File: config.mk
export PLATFORM = sky130hd
export DESIGN_NAME = clock_security_output_gating
export DESIGN_NICKNAME = d
export VERILOG_FILES = /design/src/verilog/clk_ctrl_pkg.sv /design/src/verilog/clock_security_output_gating.sv
export SDC_FILE = /design/constraint.sdc
export NUM_CORES = 1
export LEC_CHECK = 0
export BUFFER_PORTS_ARGS = -buffer_cell sky130_fd_sc_hd__buf_2
export CORE_MARGIN = 3
export CORE_UTILIZATION = 48
export CTS_CLUSTER_DIAMETER = 30
export CTS_CLUSTER_SIZE = 25
export DETAILED_ROUTE_END_ITERATION = 16
export PLACE_DENSITY = 0.76
export SYNTH_ARGS = -nofsm -noshare
export SYNTH_HDL_FRONTEND = slang
export SYNTH_SLANG_ARGS = --single-unit
File: constraint.sdc
create_clock -name clk -period 2.99 [get_ports clk]
set_clock_uncertainty 0.15 [all_clocks]
set_input_delay 0.598 -clock clk [delete_from_list [all_inputs] [get_ports clk]]
set_output_delay 0.598 -clock clk [all_outputs]
set_load 0.05 [all_outputs]
File: src/verilog/clk_ctrl_pkg.sv
// Constants for the clock security and output gating block.
// Assumes word-aligned Avalon-MM byte addresses (index * 4).
`default_nettype none

package clk_ctrl_pkg;
  // ----------------------------------------
  // Register indices (byte address = 4*index)
  // ----------------------------------------
  localparam logic [4:0] IDX_INT_CTRL  = 5'h00;
  localparam logic [4:0] IDX_EXT_CTRL  = 5'h01;
  localparam logic [4:0] IDX_MSTAT     = 5'h03;
  localparam logic [4:0] IDX_MSEL      = 5'h04;
  localparam logic [4:0] IDX_SWCTL     = 5'h05;
  localparam logic [4:0] IDX_DIV       = 5'h06;
  localparam logic [4:0] IDX_GATE1     = 5'h07;
  localparam logic [4:0] IDX_SECURITY  = 5'h08;
  localparam logic [4:0] IDX_CLKOUT    = 5'h09;
  localparam logic [4:0] IDX_GATE2     = 5'h0A;
  localparam logic [4:0] IDX_TRIM      = 5'h0C;
  localparam logic [4:0] IDX_DEBUG     = 5'h0D;
  localparam logic [4:0] IDX_IRQ_STAT  = 5'h10;
  localparam logic [4:0] IDX_IRQ_CLR   = 5'h11;
  localparam logic [4:0] IDX_IRQ_EN    = 5'h12;

  // ----------------------------------------
  // Reset values
  // ----------------------------------------
  localparam logic [7:0] RST_GATE      = 8'hFF;
  localparam logic [7:0] RST_MSEL      = 8'hE1;
  localparam logic [7:0] RST_DIV       = 8'h18;

  // ----------------------------------------
  // Field positions
  // ----------------------------------------
  localparam int GATE_CAN  = 7;
  localparam int GATE_ADC  = 3;
  localparam int GATE_AWU  = 2;
  localparam int SEC_FLAG  = 3;
  localparam int SEC_IE    = 2;
  localparam int SEC_AUX   = 1;
  localparam int SEC_EN    = 0;
  localparam int CO_BUSY   = 6;
  localparam int CO_READY  = 5;
  localparam int CO_SEL_LO = 1;
  localparam int CO_EN     = 0;
  localparam int EV_FAIL   = 0;
  localparam int EV_CORDY  = 1;

  // ----------------------------------------
  // Output source codes
  // ----------------------------------------
  localparam logic [3:0] SRC_HSIDIV = 4'h0;
  localparam logic [3:0] SRC_SLOW   = 4'h1;
  localparam logic [3:0] SRC_XTAL   = 4'h2;
  localparam logic [3:0] SRC_CPU1   = 4'h4;
  localparam logic [3:0] SRC_CPU64  = 4'hA;
  localparam logic [3:0] SRC_FAST   = 4'hB;
  localparam logic [3:0] SRC_MASTER = 4'hC;
endpackage : clk_ctrl_pkg

`default_nettype wire

File: src/verilog/clock_security_output_gating.sv
// Clock controller registers: peripheral gate bank two, security
// monitor with auxiliary fallback, clock output selector, RC trim
// and debug clock divider. Clock sources arrive as same-clock
// levels from the clock generator; the failure input is async.
`default_nettype none

module clock_security_output_gating
  import clk_ctrl_pkg::*;
(
  // Clock and reset
  input  wire logic        clk,
  input  wire logic        arst_n,
  // Avalon-MM slave
  input  wire logic [6:0]  address,
  input  wire logic        read,
  input  wire logic        write,
  input  wire logic [31:0] writedata,
  output logic      [31:0] readdata,
  output logic             waitrequest,
  // Oscillator status and clock sources
  input  wire logic        xtalFailAsync,
  input  wire logic        fastRcReady,
  input  wire logic        slowRcReady,
  input  wire logic        xtalReady,
  input  wire logic        srcHsiDiv,
  input  wire logic        srcSlow,
  input  wire logic        srcXtal,
  input  wire logic        srcFast,
  input  wire logic        srcCpu,
  input  wire logic        srcMaster,
  input  wire logic        trimThreeBit,
  // Clock gates and control outputs
  output logic             canClkEn,
  output logic             adcClkEn,
  output logic             awuClkEn,
  output logic      [7:0]  masterSelect,
  output logic             fastRcEnable,
  output logic             auxActive,
  output logic      [3:0]  rcTrimValue,
  output logic             debugClkEn,
  output logic             clockOutputPin,
  // Interrupts
  output logic             failureIrq,
  output logic             irq
);

  // ----------------------------------------
  // Reset release
  // ----------------------------------------
  logic rstSync1_q;
  logic rst_n;

  // Deassert in step with the clock, assert at once
  always_ff @(posedge clk or negedge arst_n) begin
    if (!arst_n) begin
      rstSync1_q <= 1'b0;
      rst_n      <= 1'b0;
    end else begin
      rstSync1_q <= 1'b1;
      rst_n      <= rstSync1_q;
    end
  end

  // ----------------------------------------
  // Bus decode
  // ----------------------------------------
  logic        waitReq_q;
  logic [4:0]  regIdx;
  logic        wrAcc;
  logic [7:0]  wdat;

  assign regIdx = address[6:2];
  assign wdat   = writedata[7:0];
  // Write takes effect on the edge where waitrequest is seen low
  assign wrAcc  = write && !waitReq_q;

  function automatic logic wrHit(input logic [4:0] idx);
    wrHit = wrAcc && (regIdx == idx);
  endfunction : wrHit

  // ----------------------------------------
  // Register state
  // ----------------------------------------
  logic [7:0] gate2_q;
  logic [7:0] gate1_q;
  logic [7:0] div_q;
  logic [7:0] msel_q;
  logic       fastEn_q;
  logic       flag_q;
  logic       failIe_q;
  logic       aux_q;
  logic       monEn_q;
  logic       monWritten_q;
  logic       coBusy_q;
  logic       coReady_q;
  logic [3:0] coSel_q;
  logic       coEn_q;
  logic [3:0] trim_q;
  logic       dbgUndiv_q;
  logic [1:0] irqStat_q;
  logic [1:0] irqEn_q;

  // ----------------------------------------
  // Failure input synchroniser
  // ----------------------------------------
  logic failS1_q;
  logic failS2_q;
  logic failS3_q;
  logic failLvl_q;
  logic failEvent;

  // Three stages; the level moves only when stages two and three agree
  always_ff @(posedge clk or negedge rst_n) begin
    if (!rst_n) begin
      failS1_q  <= 1'b0;
      failS2_q  <= 1'b0;
      failS3_q  <= 1'b0;
      failLvl_q <= 1'b0;
    end else begin
      failS1_q <= xtalFailAsync;
      failS2_q <= failS1_q;
      failS3_q <= failS2_q;
      if (failS2_q == failS3_q) begin
        failLvl_q <= failS3_q;
      end
    end
  end

  assign failEvent = failLvl_q && monEn_q && !aux_q;

  // ----------------------------------------
  // Peripheral gate banks
  // ----------------------------------------
  // All gates open out of reset
  always_ff @(posedge clk or negedge rst_n) begin
    if (!rst_n) begin
      gate2_q <= RST_GATE;
      gate1_q <= RST_GATE;
    end else begin
      if (wrHit(IDX_GATE2)) begin
        gate2_q <= wdat;
      end
      if (wrHit(IDX_GATE1)) begin
        gate1_q <= wdat;
      end
    end
  end

  // Route named bits to their peripherals
  always_ff @(posedge clk or negedge rst_n) begin
    if (!rst_n) begin
      canClkEn <= 1'b1;
      adcClkEn <= 1'b1;
      awuClkEn <= 1'b1;
    end else begin
      canClkEn <= gate2_q[GATE_CAN];
      adcClkEn <= gate2_q[GATE_ADC];
      awuClkEn <= gate2_q[GATE_AWU];
    end
  end

  // ----------------------------------------
  // Master select, divider, fast RC enable
  // ----------------------------------------
  // Switching itself lives elsewhere; only storage and forcing here
  always_ff @(posedge clk or negedge rst_n) begin
    if (!rst_n) begin
      msel_q   <= RST_MSEL;
      div_q    <= RST_DIV;
      fastEn_q <= 1'b1;
    end else begin
      if (wrHit(IDX_DIV)) begin
        div_q <= wdat;
      end
      if (aux_q || failEvent) begin
        msel_q <= RST_MSEL;
      end else if (wrHit(IDX_MSEL)) begin
        msel_q <= wdat;
      end
      // Fast RC held on under fallback
      if (aux_q || failEvent) begin
        fastEn_q <= 1'b1;
      end else if (wrHit(IDX_INT_CTRL)) begin
        fastEn_q <= wdat[0];
      end
    end
  end

  // ----------------------------------------
  // Security monitor
  // ----------------------------------------
  // Everything off after reset
  always_ff @(posedge clk or negedge rst_n) begin
    if (!rst_n) begin
      flag_q       <= 1'b0;
      failIe_q     <= 1'b0;
      aux_q        <= 1'b0;
      monEn_q      <= 1'b0;
      monWritten_q <= 1'b0;
    end else begin
      // Set beats a write-0 clear in the same cycle
      if (failEvent) begin
        flag_q <= 1'b1;
      end else if (wrHit(IDX_SECURITY) && !wdat[SEC_FLAG]) begin
        flag_q <= 1'b0;
      end
      if (wrHit(IDX_SECURITY)) begin
        failIe_q <= wdat[SEC_IE];
      end
      // Only the first write reaches the enable
      if (wrHit(IDX_SECURITY) && !monWritten_q) begin
        monEn_q      <= wdat[SEC_EN];
        monWritten_q <= 1'b1;
      end
      // Aux stays until reset; no return path defined
      if (failEvent) begin
        aux_q <= 1'b1;
      end
    end
  end

  // ----------------------------------------
  // Clock output handshake
  // ----------------------------------------
  logic srcReady;
  logic selWrite;

  // Oscillator-based sources wait for their ready; derived ones are live
  always_comb begin
    unique case (coSel_q)
      SRC_HSIDIV: srcReady = fastRcReady;
      SRC_FAST:   srcReady = fastRcReady;
      SRC_SLOW:   srcReady = slowRcReady;
      SRC_XTAL:   srcReady = xtalReady;
      default:    srcReady = 1'b1;
    endcase
  end

  // Select field locked while busy
  // Spelled out so the assign is sensitive to every term it reads
  assign selWrite = wrAcc && (regIdx == IDX_CLKOUT) && !coBusy_q;

  always_ff @(posedge clk or negedge rst_n) begin
    if (!rst_n) begin
      coSel_q   <= 4'h0;
      coEn_q    <= 1'b0;
      coBusy_q  <= 1'b0;
      coReady_q <= 1'b0;
    end else begin
      if (wrHit(IDX_CLKOUT)) begin
        coEn_q <= wdat[CO_EN];
      end
      if (selWrite) begin
        coSel_q <= wdat[CO_SEL_LO +: 4];
      end
      // Ready only while the pin is driven
      if (wrHit(IDX_CLKOUT) && !wdat[CO_EN]) begin
        coBusy_q  <= 1'b0;
        coReady_q <= 1'b0;
      end else if (selWrite && wdat[CO_EN]) begin
        // New request or new source: restart stabilisation
        coBusy_q  <= 1'b1;
        coReady_q <= 1'b0;
      end else if (coBusy_q && srcReady) begin
        // Busy ends as the output comes on
        coBusy_q  <= 1'b0;
        coReady_q <= 1'b1;
      end
    end
  end

  // ----------------------------------------
  // Output clock selection
  // ----------------------------------------
  logic       cpuPrev_q;
  logic [5:0] cpuCnt_q;
  logic       outSel;

  // Count CPU clock rising edges; bit k gives CPU/2^(k+1)
  always_ff @(posedge clk or negedge rst_n) begin
    if (!rst_n) begin
      cpuPrev_q <= 1'b0;
      cpuCnt_q  <= 6'h00;
    end else begin
      cpuPrev_q <= srcCpu;
      if (srcCpu && !cpuPrev_q) begin
        cpuCnt_q <= cpuCnt_q + 6'h01;
      end
    end
  end

  // Source decode, reserved code 3 drives low
  always_comb begin
    unique case (coSel_q)
      SRC_HSIDIV: outSel = srcHsiDiv;
      SRC_SLOW:   outSel = srcSlow;
      SRC_XTAL:   outSel = srcXtal;
      4'h3:       outSel = 1'b0;
      SRC_CPU1:   outSel = srcCpu;
      4'h5:       outSel = cpuCnt_q[0];
      4'h6:       outSel = cpuCnt_q[1];
      4'h7:       outSel = cpuCnt_q[2];
      4'h8:       outSel = cpuCnt_q[3];
      4'h9:       outSel = cpuCnt_q[4];
      SRC_CPU64:  outSel = cpuCnt_q[5];
      SRC_FAST:   outSel = srcFast;
      SRC_MASTER: outSel = srcMaster;
      default:    outSel = srcCpu;
    endcase
  end

  // Pin quiet unless enabled and ready
  always_ff @(posedge clk or negedge rst_n) begin
    if (!rst_n) begin
      clockOutputPin <= 1'b0;
    end else begin
      clockOutputPin <= coReady_q && coEn_q && outSel;
    end
  end

  // ----------------------------------------
  // Trim and debug clock
  // ----------------------------------------
  always_ff @(posedge clk or negedge rst_n) begin
    if (!rst_n) begin
      trim_q     <= 4'h0;
      dbgUndiv_q <= 1'b0;
    end else begin
      // Top trim bit dropped in three-bit mode
      if (wrHit(IDX_TRIM)) begin
        trim_q <= {wdat[3] && !trimThreeBit, wdat[2:0]};
      end
      if (wrHit(IDX_DEBUG)) begin
        dbgUndiv_q <= wdat[0];
      end
    end
  end

  // Enable every cycle, or every other one when halved
  always_ff @(posedge clk or negedge rst_n) begin
    if (!rst_n) begin
      debugClkEn <= 1'b0;
    end else begin
      debugClkEn <= dbgUndiv_q || !debugClkEn;
    end
  end

  // ----------------------------------------
  // Interrupt status, clear and enable
  // ----------------------------------------
  logic coReadyRise;

  assign coReadyRise = coBusy_q && srcReady && coEn_q;

  // Sticky events; a new event wins over a clear
  always_ff @(posedge clk or negedge rst_n) begin
    if (!rst_n) begin
      irqStat_q <= 2'b00;
      irqEn_q   <= 2'b00;
    end else begin
      if (wrHit(IDX_IRQ_EN)) begin
        irqEn_q <= wdat[1:0];
      end
      irqStat_q <= (irqStat_q & ~(wrHit(IDX_IRQ_CLR) ? wdat[1:0] : 2'b00))
                 | {coReadyRise, failEvent};
    end
  end

  // Level interrupts registered out
  always_ff @(posedge clk or negedge rst_n) begin
    if (!rst_n) begin
      failureIrq <= 1'b0;
      irq        <= 1'b0;
    end else begin
      failureIrq <= flag_q && failIe_q;
      irq        <= |(irqStat_q & irqEn_q);
    end
  end

  // ----------------------------------------
  // Status outputs
  // ----------------------------------------
  always_ff @(posedge clk or negedge rst_n) begin
    if (!rst_n) begin
      masterSelect <= RST_MSEL;
      fastRcEnable <= 1'b1;
      auxActive    <= 1'b0;
      rcTrimValue  <= 4'h0;
    end else begin
      masterSelect <= msel_q;
      fastRcEnable <= fastEn_q;
      // Aux visible on a port too
      auxActive    <= aux_q;
      rcTrimValue  <= trim_q;
    end
  end

  // ----------------------------------------
  // Read mux and handshake
  // ----------------------------------------
  logic [7:0] rdMux;

  // Reserved bits and unmapped indices read as zero
  always_comb begin
    unique case (regIdx)
      IDX_INT_CTRL: rdMux = {7'h00, fastEn_q};
      IDX_EXT_CTRL: rdMux = {6'h00, xtalReady, 1'b0};
      IDX_MSTAT:    rdMux = msel_q;
      IDX_MSEL:     rdMux = msel_q;
      IDX_DIV:      rdMux = div_q;
      IDX_GATE1:    rdMux = gate1_q;
      IDX_SECURITY: rdMux = {4'h0, flag_q, failIe_q, aux_q, monEn_q};
      IDX_CLKOUT:   rdMux = {1'b0, coBusy_q, coReady_q, coSel_q, coEn_q};
      IDX_GATE2:    rdMux = gate2_q;
      IDX_TRIM:     rdMux = {4'h0, trim_q};
      IDX_DEBUG:    rdMux = {7'h00, dbgUndiv_q};
      IDX_IRQ_STAT: rdMux = {6'h00, irqStat_q};
      IDX_IRQ_EN:   rdMux = {6'h00, irqEn_q};
      default:      rdMux = 8'h00;
    endcase
  end

  // One wait state per access; waitrequest idles high
  always_ff @(posedge clk or negedge rst_n) begin
    if (!rst_n) begin
      waitReq_q <= 1'b1;
      readdata  <= 32'h0000_0000;
    end else begin
      if ((read || write) && waitReq_q) begin
        waitReq_q <= 1'b0;
        readdata  <= {24'h00_0000, rdMux};
      end else begin
        waitReq_q <= 1'b1;
      end
    end
  end

  assign waitrequest = waitReq_q;

endmodule : clock_security_output_gating

`default_nettype wire

Yosys cells after proc, flatten, opt, wreduce, memory -nomap -nowiden
Index checks and enable logic that the tools add are counted.

Logic and storage cells: 134. Output and inout bits: 54. Bits in read-only memories: 0. Memory bits (writable): 0. Memories: 0. Bits in latches: 0. Input port bits: 54. Register bits after elaboration: 97.

Order comparisons: 0. Muxes and demuxes: 17. Equal/unequal tests: 25. Shift-type cells: 0. Add/subtract/negate cells: 1. Reductions and logical operators: 48. $mul: 0. Divide/modulo/power cells: 0. Bitwise logic cells: 4.

Operators by type and width (number): 8-bit one-hot mux with 12 select lines (1); 1-bit logical AND (27); 5-bit by 4-bit equality test with 1-bit output, second input constant (5); 4-bit equality test, second input constant (5); 8-bit 2-to-1 mux (2); 5-bit by 3-bit equality test with 1-bit output, second input constant (3); 5-bit equality test, second input constant (3); 4-bit by 3-bit equality test with 1-bit output, second input constant (3); 1-bit one-hot mux with 12 select lines (1); 1-bit 2-to-1 mux (11); 1-bit zero test (9); 4-bit by 2-bit equality test with 1-bit output, second input constant (2); 6-bit by 1-bit adder with 6-bit output, second input constant (1); 2-bit nonzero test (3); 2-bit OR reduction (3); 5-bit by 1-bit equality test with 1-bit output, second input constant (1); 5-bit by 2-bit equality test with 1-bit output, second input constant (1); 5-bit zero test (1); 2-bit bitwise AND (2); 4-bit by 1-bit equality test with 1-bit output, second input constant (1); 4-bit zero test (1); 1-bit logical OR (3); 1-bit one-hot mux with 3 select lines (1); 3-bit nonzero test (1); other kinds (4) (4).

Longest topological paths before layout
Gate-level depths: netlist (run 1).

Depth in word-level cells: 7. Depth in mapped cells: 6. Mapped depth without buffers: 4.

Least setup slack after synthesis (run 1)
Ideal clock, no wire load.

Path type: input to register. From: input address[2]. To: register trim_q[0]. Data arrival time: 1.837 ns. Stages: 4. Setup slack: 0.878 ns. Path buffers: 1. Cells stage by stage: buf_4 -> or4b_4 -> nor2b_2 -> mux2_2.

Cells in the longest elaborated chain, start to end: 2.

Ends and longest elaborated chain: from (decl) (line clock_security_output_gating.sv:14) `input wire logic [6:0] address,`; 5-bit by 4-bit equality test with 1-bit output (line clock_security_output_gating.sv:78) `wrHit = wrAcc && (regIdx == idx);`; 1-bit logical AND (line clock_security_output_gating.sv:78); to (signal assigned) (line clock_security_output_gating.sv:331) `trim_q <= {wdat[3] && !trimThreeBit, wdat[2:0]};`; to (decl) (line clock_security_output_gating.sv:98) `logic [3:0] trim_q;`.

Every way passes these cells. A chain may end at the register's enable or synchronous reset.

Final worst setup path (run 1)
From: input address[4]. To: register gate1_q[6].

Cells in the longest elaborated chain, start to end: 2.

Ends and longest elaborated chain: 5-bit by 3-bit equality test with 1-bit output (line clock_security_output_gating.sv:78); 1-bit logical AND (line clock_security_output_gating.sv:78); to (signal assigned) (line clock_security_output_gating.sv:144) `gate1_q <= wdat;`; to (decl) (line clock_security_output_gating.sv:85) `logic [7:0] gate1_q;`.

Every way passes these cells.

==> results.md, run 1 <==
* Total CTS buffers at 9
* Worst VDD drop at 0.380 mV
* Netlist cell types at 64
* GRT Resource Usage Total at 19.0%
* CP top delay family: simple AND/OR/NAND/NOR gates
* Synth Area per Inst at 12.6 um^2
* Slowest CP cell: or3b_1
* Yosys top cell by area: dfrtp_1
* CP max stage delay at 0.59 ns
* Hold Path Origin: xtalFailAsync
* Final-report hold violation count at 0
* DP HPWL at 6860 um
* Htree depth at 3
* Share of cells above drive strength 1 at 36.2%
* Pins Over Slew Limit at 0
* Normalized max-slew margin at 55.3%
* Setup Fix Bufs, Post-CTS at 0
* Post-DR wirelength/cell at 18.2 um
* Layout Nets at 467
* Final Non-Filler Cells at 525
* Ys flop type: dfrtp_1
* Die area at 0.0105 mm^2
* Post-synth top area share at 36.6%
* Crit Path Class: input port to register
* WHS Path Cells at 1
* Setup TNS at 0 ns
* Util after Layout at 57.0%
* Internal reg-to-reg setup slack at 1.17 ns
* Period utilisation layout at 77.1%
* Hold Path Class: input port to register
* Global-route wire length before repair at 15100 um
* Final setup fails at 0
* Reg-to-reg startpoint: waitrequest$_DFF_PN1_
* Synth top cells by count: dfrtp_1, dfstp_2, mux2_2, buf_4, nand2_1
* Mapped Area at 0.00445 mm^2
* Final min period at 2.30 ns
* Max cap viols at 0
* PwrDens at 678 mW/mm^2
* Crit end category: register
* Ports at 108
* Site Rows at 34
* Iter 0 DRT Violations at 183
* Horiz. Die Dim at 102 um
* Routed vias at 2997
* ANT cells at 0
* DIE HEIGHT at 102 um
* Clock Path Buffers at 2
* RSZ-0062 raised after global routing: no
* DRT Pass-1 Iters at 5
* Most common cell in the synthesized netlist: dfrtp_1
* Total gr overflow at 0
* WP data required at 3.12 ns
* DP Cell Count at 508
* End of the worst register-to-register path: trim_q[2]$_DFFE_PN0P_
* Reg clk slew, reported paths at 0.09 ns
* Core Area at 0.00885 mm^2
* Layout area overhead at 13.4%
* Worst slew pin tran at 0.665 ns
* Later-pin clock latency in the skew report at 0.36 ns
* Antenna Nets Post-Route at 0
* Largest net degree at the start of global routing at 49
* Register area share after synthesis at 55.5%
* Crit path max fanout at 16
* Worst Reg-to-Reg Cells at 3
* PortBufs at 57
* Synth Warn # at 0
* DRC at 0
* Mapped Cells at 353
* CTS Sinks at 97
* Clock root cell: clkbuf_8
* Worst path bufs/invs at 1
* Drt via density at 5.71
* Leakage power at 2.29 nW
* Placer Congestion at 0.983
* Initial antenna violation count at 0
* Starting density of the core at 50.3%
* Critical Path, Cell by Cell: buf_2 -> or3b_1 -> nor2_8 -> and2_1 -> mux2_1
* Post-synth EDFFs at 0
* Status: finished clean
* Synth area leaders: dfrtp_1, dfstp_2, mux2_2
* CTS tree: done
* Yosys reg bits at 97
* Endpoint, Worst Hold: failS1_q$_DFF_PN0_
* Fillers at 734
* Critical path launch point type: input port
* Fmax at 434 MHz
* CP Data Arrival Time at 2.43 ns
* Async SR Flop Fraction at 100%
* Number of global-route vias before repair at 2913
* Final wirelength at 9560 um
cell families after synthesis:
group | after synthesis | synth area share (%)
and+or+nand+nor | 81 | 11.3
muxes | 52 | 12.9
AOI/OAI and AO/OA | 68 | 12.2
DFF | 97 | 55.5
adders and majority gates | 2 | 0.506
buffers and inverters | 45 | 6.30
xor gates and xnor gates | 6 | 1.18
other | 2 | 0.169
what timing repair did:
item,CTS,global route
hold buffers,1,0
gates resized for setup,0,0
endpoints found under the hold margin,2,0
layout make-up:
class                           instances  area (um^2)  area share [%]
Clock buffer                           11          141            2.80
Sequential cell                        97         2470            49.0
Tap cell                              108          135            2.68
Clock inverter                          5          128            2.53
Timing Repair Buffer                   66          368            7.29
Inverter                                4         15.0           0.298
Multi-Input combinational cell        234         1790            35.4
state kept, by name (all words and copies together), names as in the netlist, 2 cells and up:
name and flops:
trim_q 4, masterSelect 8, irqStat_q 2, cpuCnt_q 6, irqEn_q 2, readdata 8
div_q 8, msel_q 8, gate1_q 8, coSel_q 4, rcTrimValue 4, gate2_q 8
cell usage in the layout, fill, tap and decap left out, types with 4 or more instances in the layout:
cell type / instances
nor2b_1: 6
a32o_1: 5
o22a_1: 4
mux2i_1: 9
nand2b_1: 6
a221oi_1: 5
nor2_1: 11
a22o_1: 9
nand3b_1: 7
buf_4: 7
mux2_2: 27
buf_2: 57
clkbuf_8: 10
dfrtp_1: 64
a21oi_1: 8
nand2_1: 19
and2_1: 4
bufinv_16: 4
dfstp_2: 32
conb_1: 25
xnor2_1: 4
inv_1: 4
o21ai_0: 5
mux2_1: 16
o21ai_1: 5
where the power goes:
part           switching, W  internal, W
clock network      0.000438     0.000664
logic              0.000411     0.000227
registers          0.000163      0.00152
per-layer routing:
metal | global-route usage, % | share of wire (%) | vias to the layer above
met4 | 6.56 | 1.8 | 0
met2 | 30.7 | 49 | 112
li1 | - | - | 1377
met1 | 25.7 | 44 | 1493
met5 | 0 | 0 | -
met3 | 3.82 | 5.2 | 15
how the worst max path moves through the flow:
stage	start	end	slack, ns	cells past startpoint
floorplan	address[2]	trim_q[0]$_DFFE_PN0P_	0.88	4
CTS	address[4]	gate1_q[6]$_DFFE_PN1P_	0.71	5
finish	address[4]	gate1_q[6]$_DFFE_PN1P_	0.69	5
detailed placement	address[4]	gate1_q[4]$_DFFE_PN1P_	0.35	5
global route	address[4]	gate1_q[6]$_DFFE_PN1P_	0.62	5
global placement	address[4]	gate1_q[2]$_DFFE_PN1P_	0.40	5
metrics by stage:
stage          power [W]  hold WS [ns]  setup WS (ns)  area [um^2]
4_1_cts          0.00344         0.187          0.715         5050
2_1_floorplan    0.00218         0.152          0.878         4540
5_1_grt          0.00357         0.171          0.618         5050
3_3_place_gp     0.00231         0.185          0.395         4770
3_5_place_dp     0.00234         0.186          0.349         4770
6_report         0.00342         0.199          0.686         5050
(Power assumes the default switching activity.)
==> run 2: changes to the inputs <==
==> constraint.sdc (replaced) <==
create_clock -name clk -period 1.85 [get_ports clk]
set_clock_uncertainty 0.15 [all_clocks]
set_input_delay 0.37 -clock clk [delete_from_list [all_inputs] [get_ports clk]]
set_output_delay 0.37 -clock clk [all_outputs]
set_load 0.05 [all_outputs]
==> run 2 against run 1 <==
Compared with the run above:
- register-to-register slack got worse by 1.1 ns
- clock power up 39%
- critical path depth did not move
- global-route usage increased by 0.80 points
- cell count rose by 5.9%
- flip-flop and latch count stayed put
- wire length is 5.4% higher
- first-iteration DRC count down 8.2%
- non-clock buffer count increased by 31
- via count is 2.6% higher
- critical path type is now register to register
- largest power group unchanged
==> results.md, run 2 (synthesis gave the netlist of run 1 again) <==
* Site Rows at 34 (unchanged)
* Met1 usage in global routing at 26.1% (was 25.7%)
* Design Area, Final at 0.00526 mm^2 (was 0.00505 mm^2)
* Starting density of the core at 50.3% (unchanged)
* Later-pin clock latency in the skew report at 0.36 ns (about the same)
* Clk pwr share at 28.7% (was 32.2%)
* CTS Sinks at 97 (unchanged)
* CTS tree: done (unchanged)
* Fmax at 572 MHz
* Reg-to-reg startpoint: waitrequest$_DFF_PN1_ (unchanged)
* Final wirelength at 10100 um (was 9560 um)
* DRT Pass-1 Iters at 5 (unchanged)
* Register area at 0.00247 mm^2 (unchanged)
* Commonest non-fill, non-tap cell in the layout: dfrtp_1 (unchanged)
* Global-route wire length before repair at 15600 um (was 15100 um)
* Final min period at 1.75 ns
* Drt via density at 5.53 (was 5.71)
* Horiz. Die Dim at 102 um (unchanged)
* Crit path max fanout at 10 (was 16)
* CP Data Arrival Time at 1.84 ns (was 2.43 ns)
* Clock Path Buffers at 2 (unchanged)
* DP Worst Slack at -0.235 ns (was 0.349 ns)
* Layout area overhead at 18.2% (was 13.4%)
* Routed vias at 3075 (was 2997)
* Pins Over Slew Limit at 0 (unchanged)
* Ports at 108 (unchanged)
* DRC at 0 (unchanged)
* Status: finished clean (unchanged)
* Post-DR wirelength/cell at 18.1 um (was 18.2 um)
* GRT Resource Usage Total at 19.8% (was 19.0%)
* Gr busiest metal: met2 (unchanged)
* RSZ-0062 raised after global routing: no (unchanged)
* Clock root cell: clkbuf_8 (unchanged)
* Setup Fix Bufs, Post-CTS at 0 (unchanged)
* Area of the multi-input gates at 0.00179 mm^2 (about the same)
* Crit. Startpoint: waitrequest$_DFF_PN1_ (was address[4])
* Iter 0 DRT Violations at 168 (was 183)
* Worst VDD drop at 0.484 mV (was 0.380 mV)
* DIE HEIGHT at 102 um (unchanged)
* Met2 Use GR at 33.6% (was 30.7%)
* Share of cells above drive strength 1 at 40.4% (was 36.2%)
* Leakage power at 2.43 nW (was 2.29 nW)
* Layout Nets at 498 (was 467)
* Period utilisation layout at 94.5%
* Total CTS buffers at 9 (unchanged)
* Htree depth at 3 (unchanged)
* DP Area at 0.00500 mm^2 (was 0.00477 mm^2)
* Fin Hold WS at 0.0751 ns (was 0.199 ns)
* Pint at 0.00365 W (was 0.00241 W)
* Seq pwr share at 50.7% (was 49.2%)
* Final-report hold violation count at 0 (unchanged)
* Setup TNS at 0 ns (unchanged)
* Antenna Nets Post-Route at 0 (unchanged)
* Combinational share of power at 20.7% (was 18.6%)
* Core Area at 0.00885 mm^2 (unchanged)
* Reg clk slew, reported paths at 0.10 ns (was 0.09 ns)
* PortBufs at 57 (unchanged)
* DP HPWL at 7360 um (was 6860 um)
* Die area at 0.0105 mm^2 (unchanged)
* # resized after CTS at 0 (unchanged)
* Initial antenna violation count at 0 (unchanged)
* Final Worst Setup Slack at 0.102 ns (was 0.686 ns)
* Fillers at 714 (was 734)
* Met3 Usage GRT at 3.07% (was 3.82%)
* PwrDens at 1020 mW/mm^2 (was 678 mW/mm^2)
* WP data required at 1.94 ns (was 3.12 ns)
* Placer Congestion at 0.895 (was 0.983)
* Hold Path Class: register to async pin (was input port to register)
* NetSw at 0.00170 W (was 0.00101 W)
* Max cap viols at 0 (unchanged)
* Commonest non-fill, non-tap cells in the layout: dfrtp_1, buf_2, buf_4 (was dfrtp_1, buf_2, dfstp_2)
* Worst Reg-to-Reg Cells at 5 (was 3)
* Largest net degree at the start of global routing at 32 (was 49)
* Final setup fails at 0 (unchanged)
* Total gr overflow at 0 (unchanged)
* Switching share of power at 31.8% (was 29.6%)
* Crit end category: register (unchanged)
* Number of global-route vias before repair at 3010 (was 2913)
* ANT cells at 0 (unchanged)
* Crit Path Class: register to register (was input port to register)
* Critical path launch point type: register (was input port)
-- run 2: cell count changes in the layout (fill, tap and decap cells not counted), moves of 2 or more --
cell,before,now
bufinv_16,4,2
clkinv_4,0,2
dlygate4sd3_1,1,3
inv_6,0,2
buf_4,7,35
-- run 2: critical path, cell delays in order, from the launching register on --
cell and delay [ns]:
dfstp_2 0.58, o21ai_1 0.07, buf_4 0.18, a32o_1 0.22, a221oi_1 0.27, a32oi_1 0.16
-- run 2: final timing paths --
kind | endpoint | slack [ns]
max in group asynchronous | fastRcEnable$_DFF_PN1_ | 0.84
hold / removal | readdata[1]$_DFFE_PN0P_ | 0.08
hold reg to reg | readdata[1]$_DFFE_PN0P_ | 0.08
setup / recovery | readdata[1]$_DFFE_PN0P_ | 0.10
min in group clk | trim_q[3]$_DFFE_PN0P_ | 0.12
setup reg to reg | readdata[1]$_DFFE_PN0P_ | 0.10
-- run 2: layout make-up --
type | count | share of cell area [%]
Timing Repair Buffer | 97 | 11.8
Clock inverter | 7 | 1.95
Sequential cell | 97 | 47.0
Tap cell | 108 | 2.57
Clock buffer | 9 | 2.36
Inverter | 4 | 0.286
Multi-Input combinational cell | 234 | 34.1
-- run 2: what timing repair did --
action / 4_1_cts / 5_1_grt
setup endpoints to repair: 0 / 0
hold buffers: 3 / 0
endpoints found under the hold margin: 4 / 0
-- run 2: routing by layer --
layer  wire [um]  up-vias  share of wire (%)
li1            -     1424                  -
met1        4500     1547                 45
met2        5020       89                 50
met3         407       15                4.0
met4         151        0                1.5
met5           0        -                  0
-- run 2: per-stage QoR --
stage                     utilization [%]  std cells  power [W]
after floorplan                         -        376    0.00353
after global placement               56.5        537    0.00380
after detailed placement             56.5        537    0.00385
after CTS                            59.4        556    0.00539
after global routing                 59.4        556    0.00561
final                                59.4        556    0.00535
-- run 2: power by group through the flow --
| stage | clock network (W) | logic [W] | registers, W |
|---|---|---|---|
| after global placement | 0 | 0.00107 | 0.00273 |
| after detailed placement | 0 | 0.00110 | 0.00275 |
| after floorplan | 0 | 0.000639 | 0.00289 |
| after CTS | 0.00157 | 0.00111 | 0.00271 |
| final | 0.00153 | 0.00110 | 0.00271 |
| after global routing | 0.00166 | 0.00120 | 0.00276 |
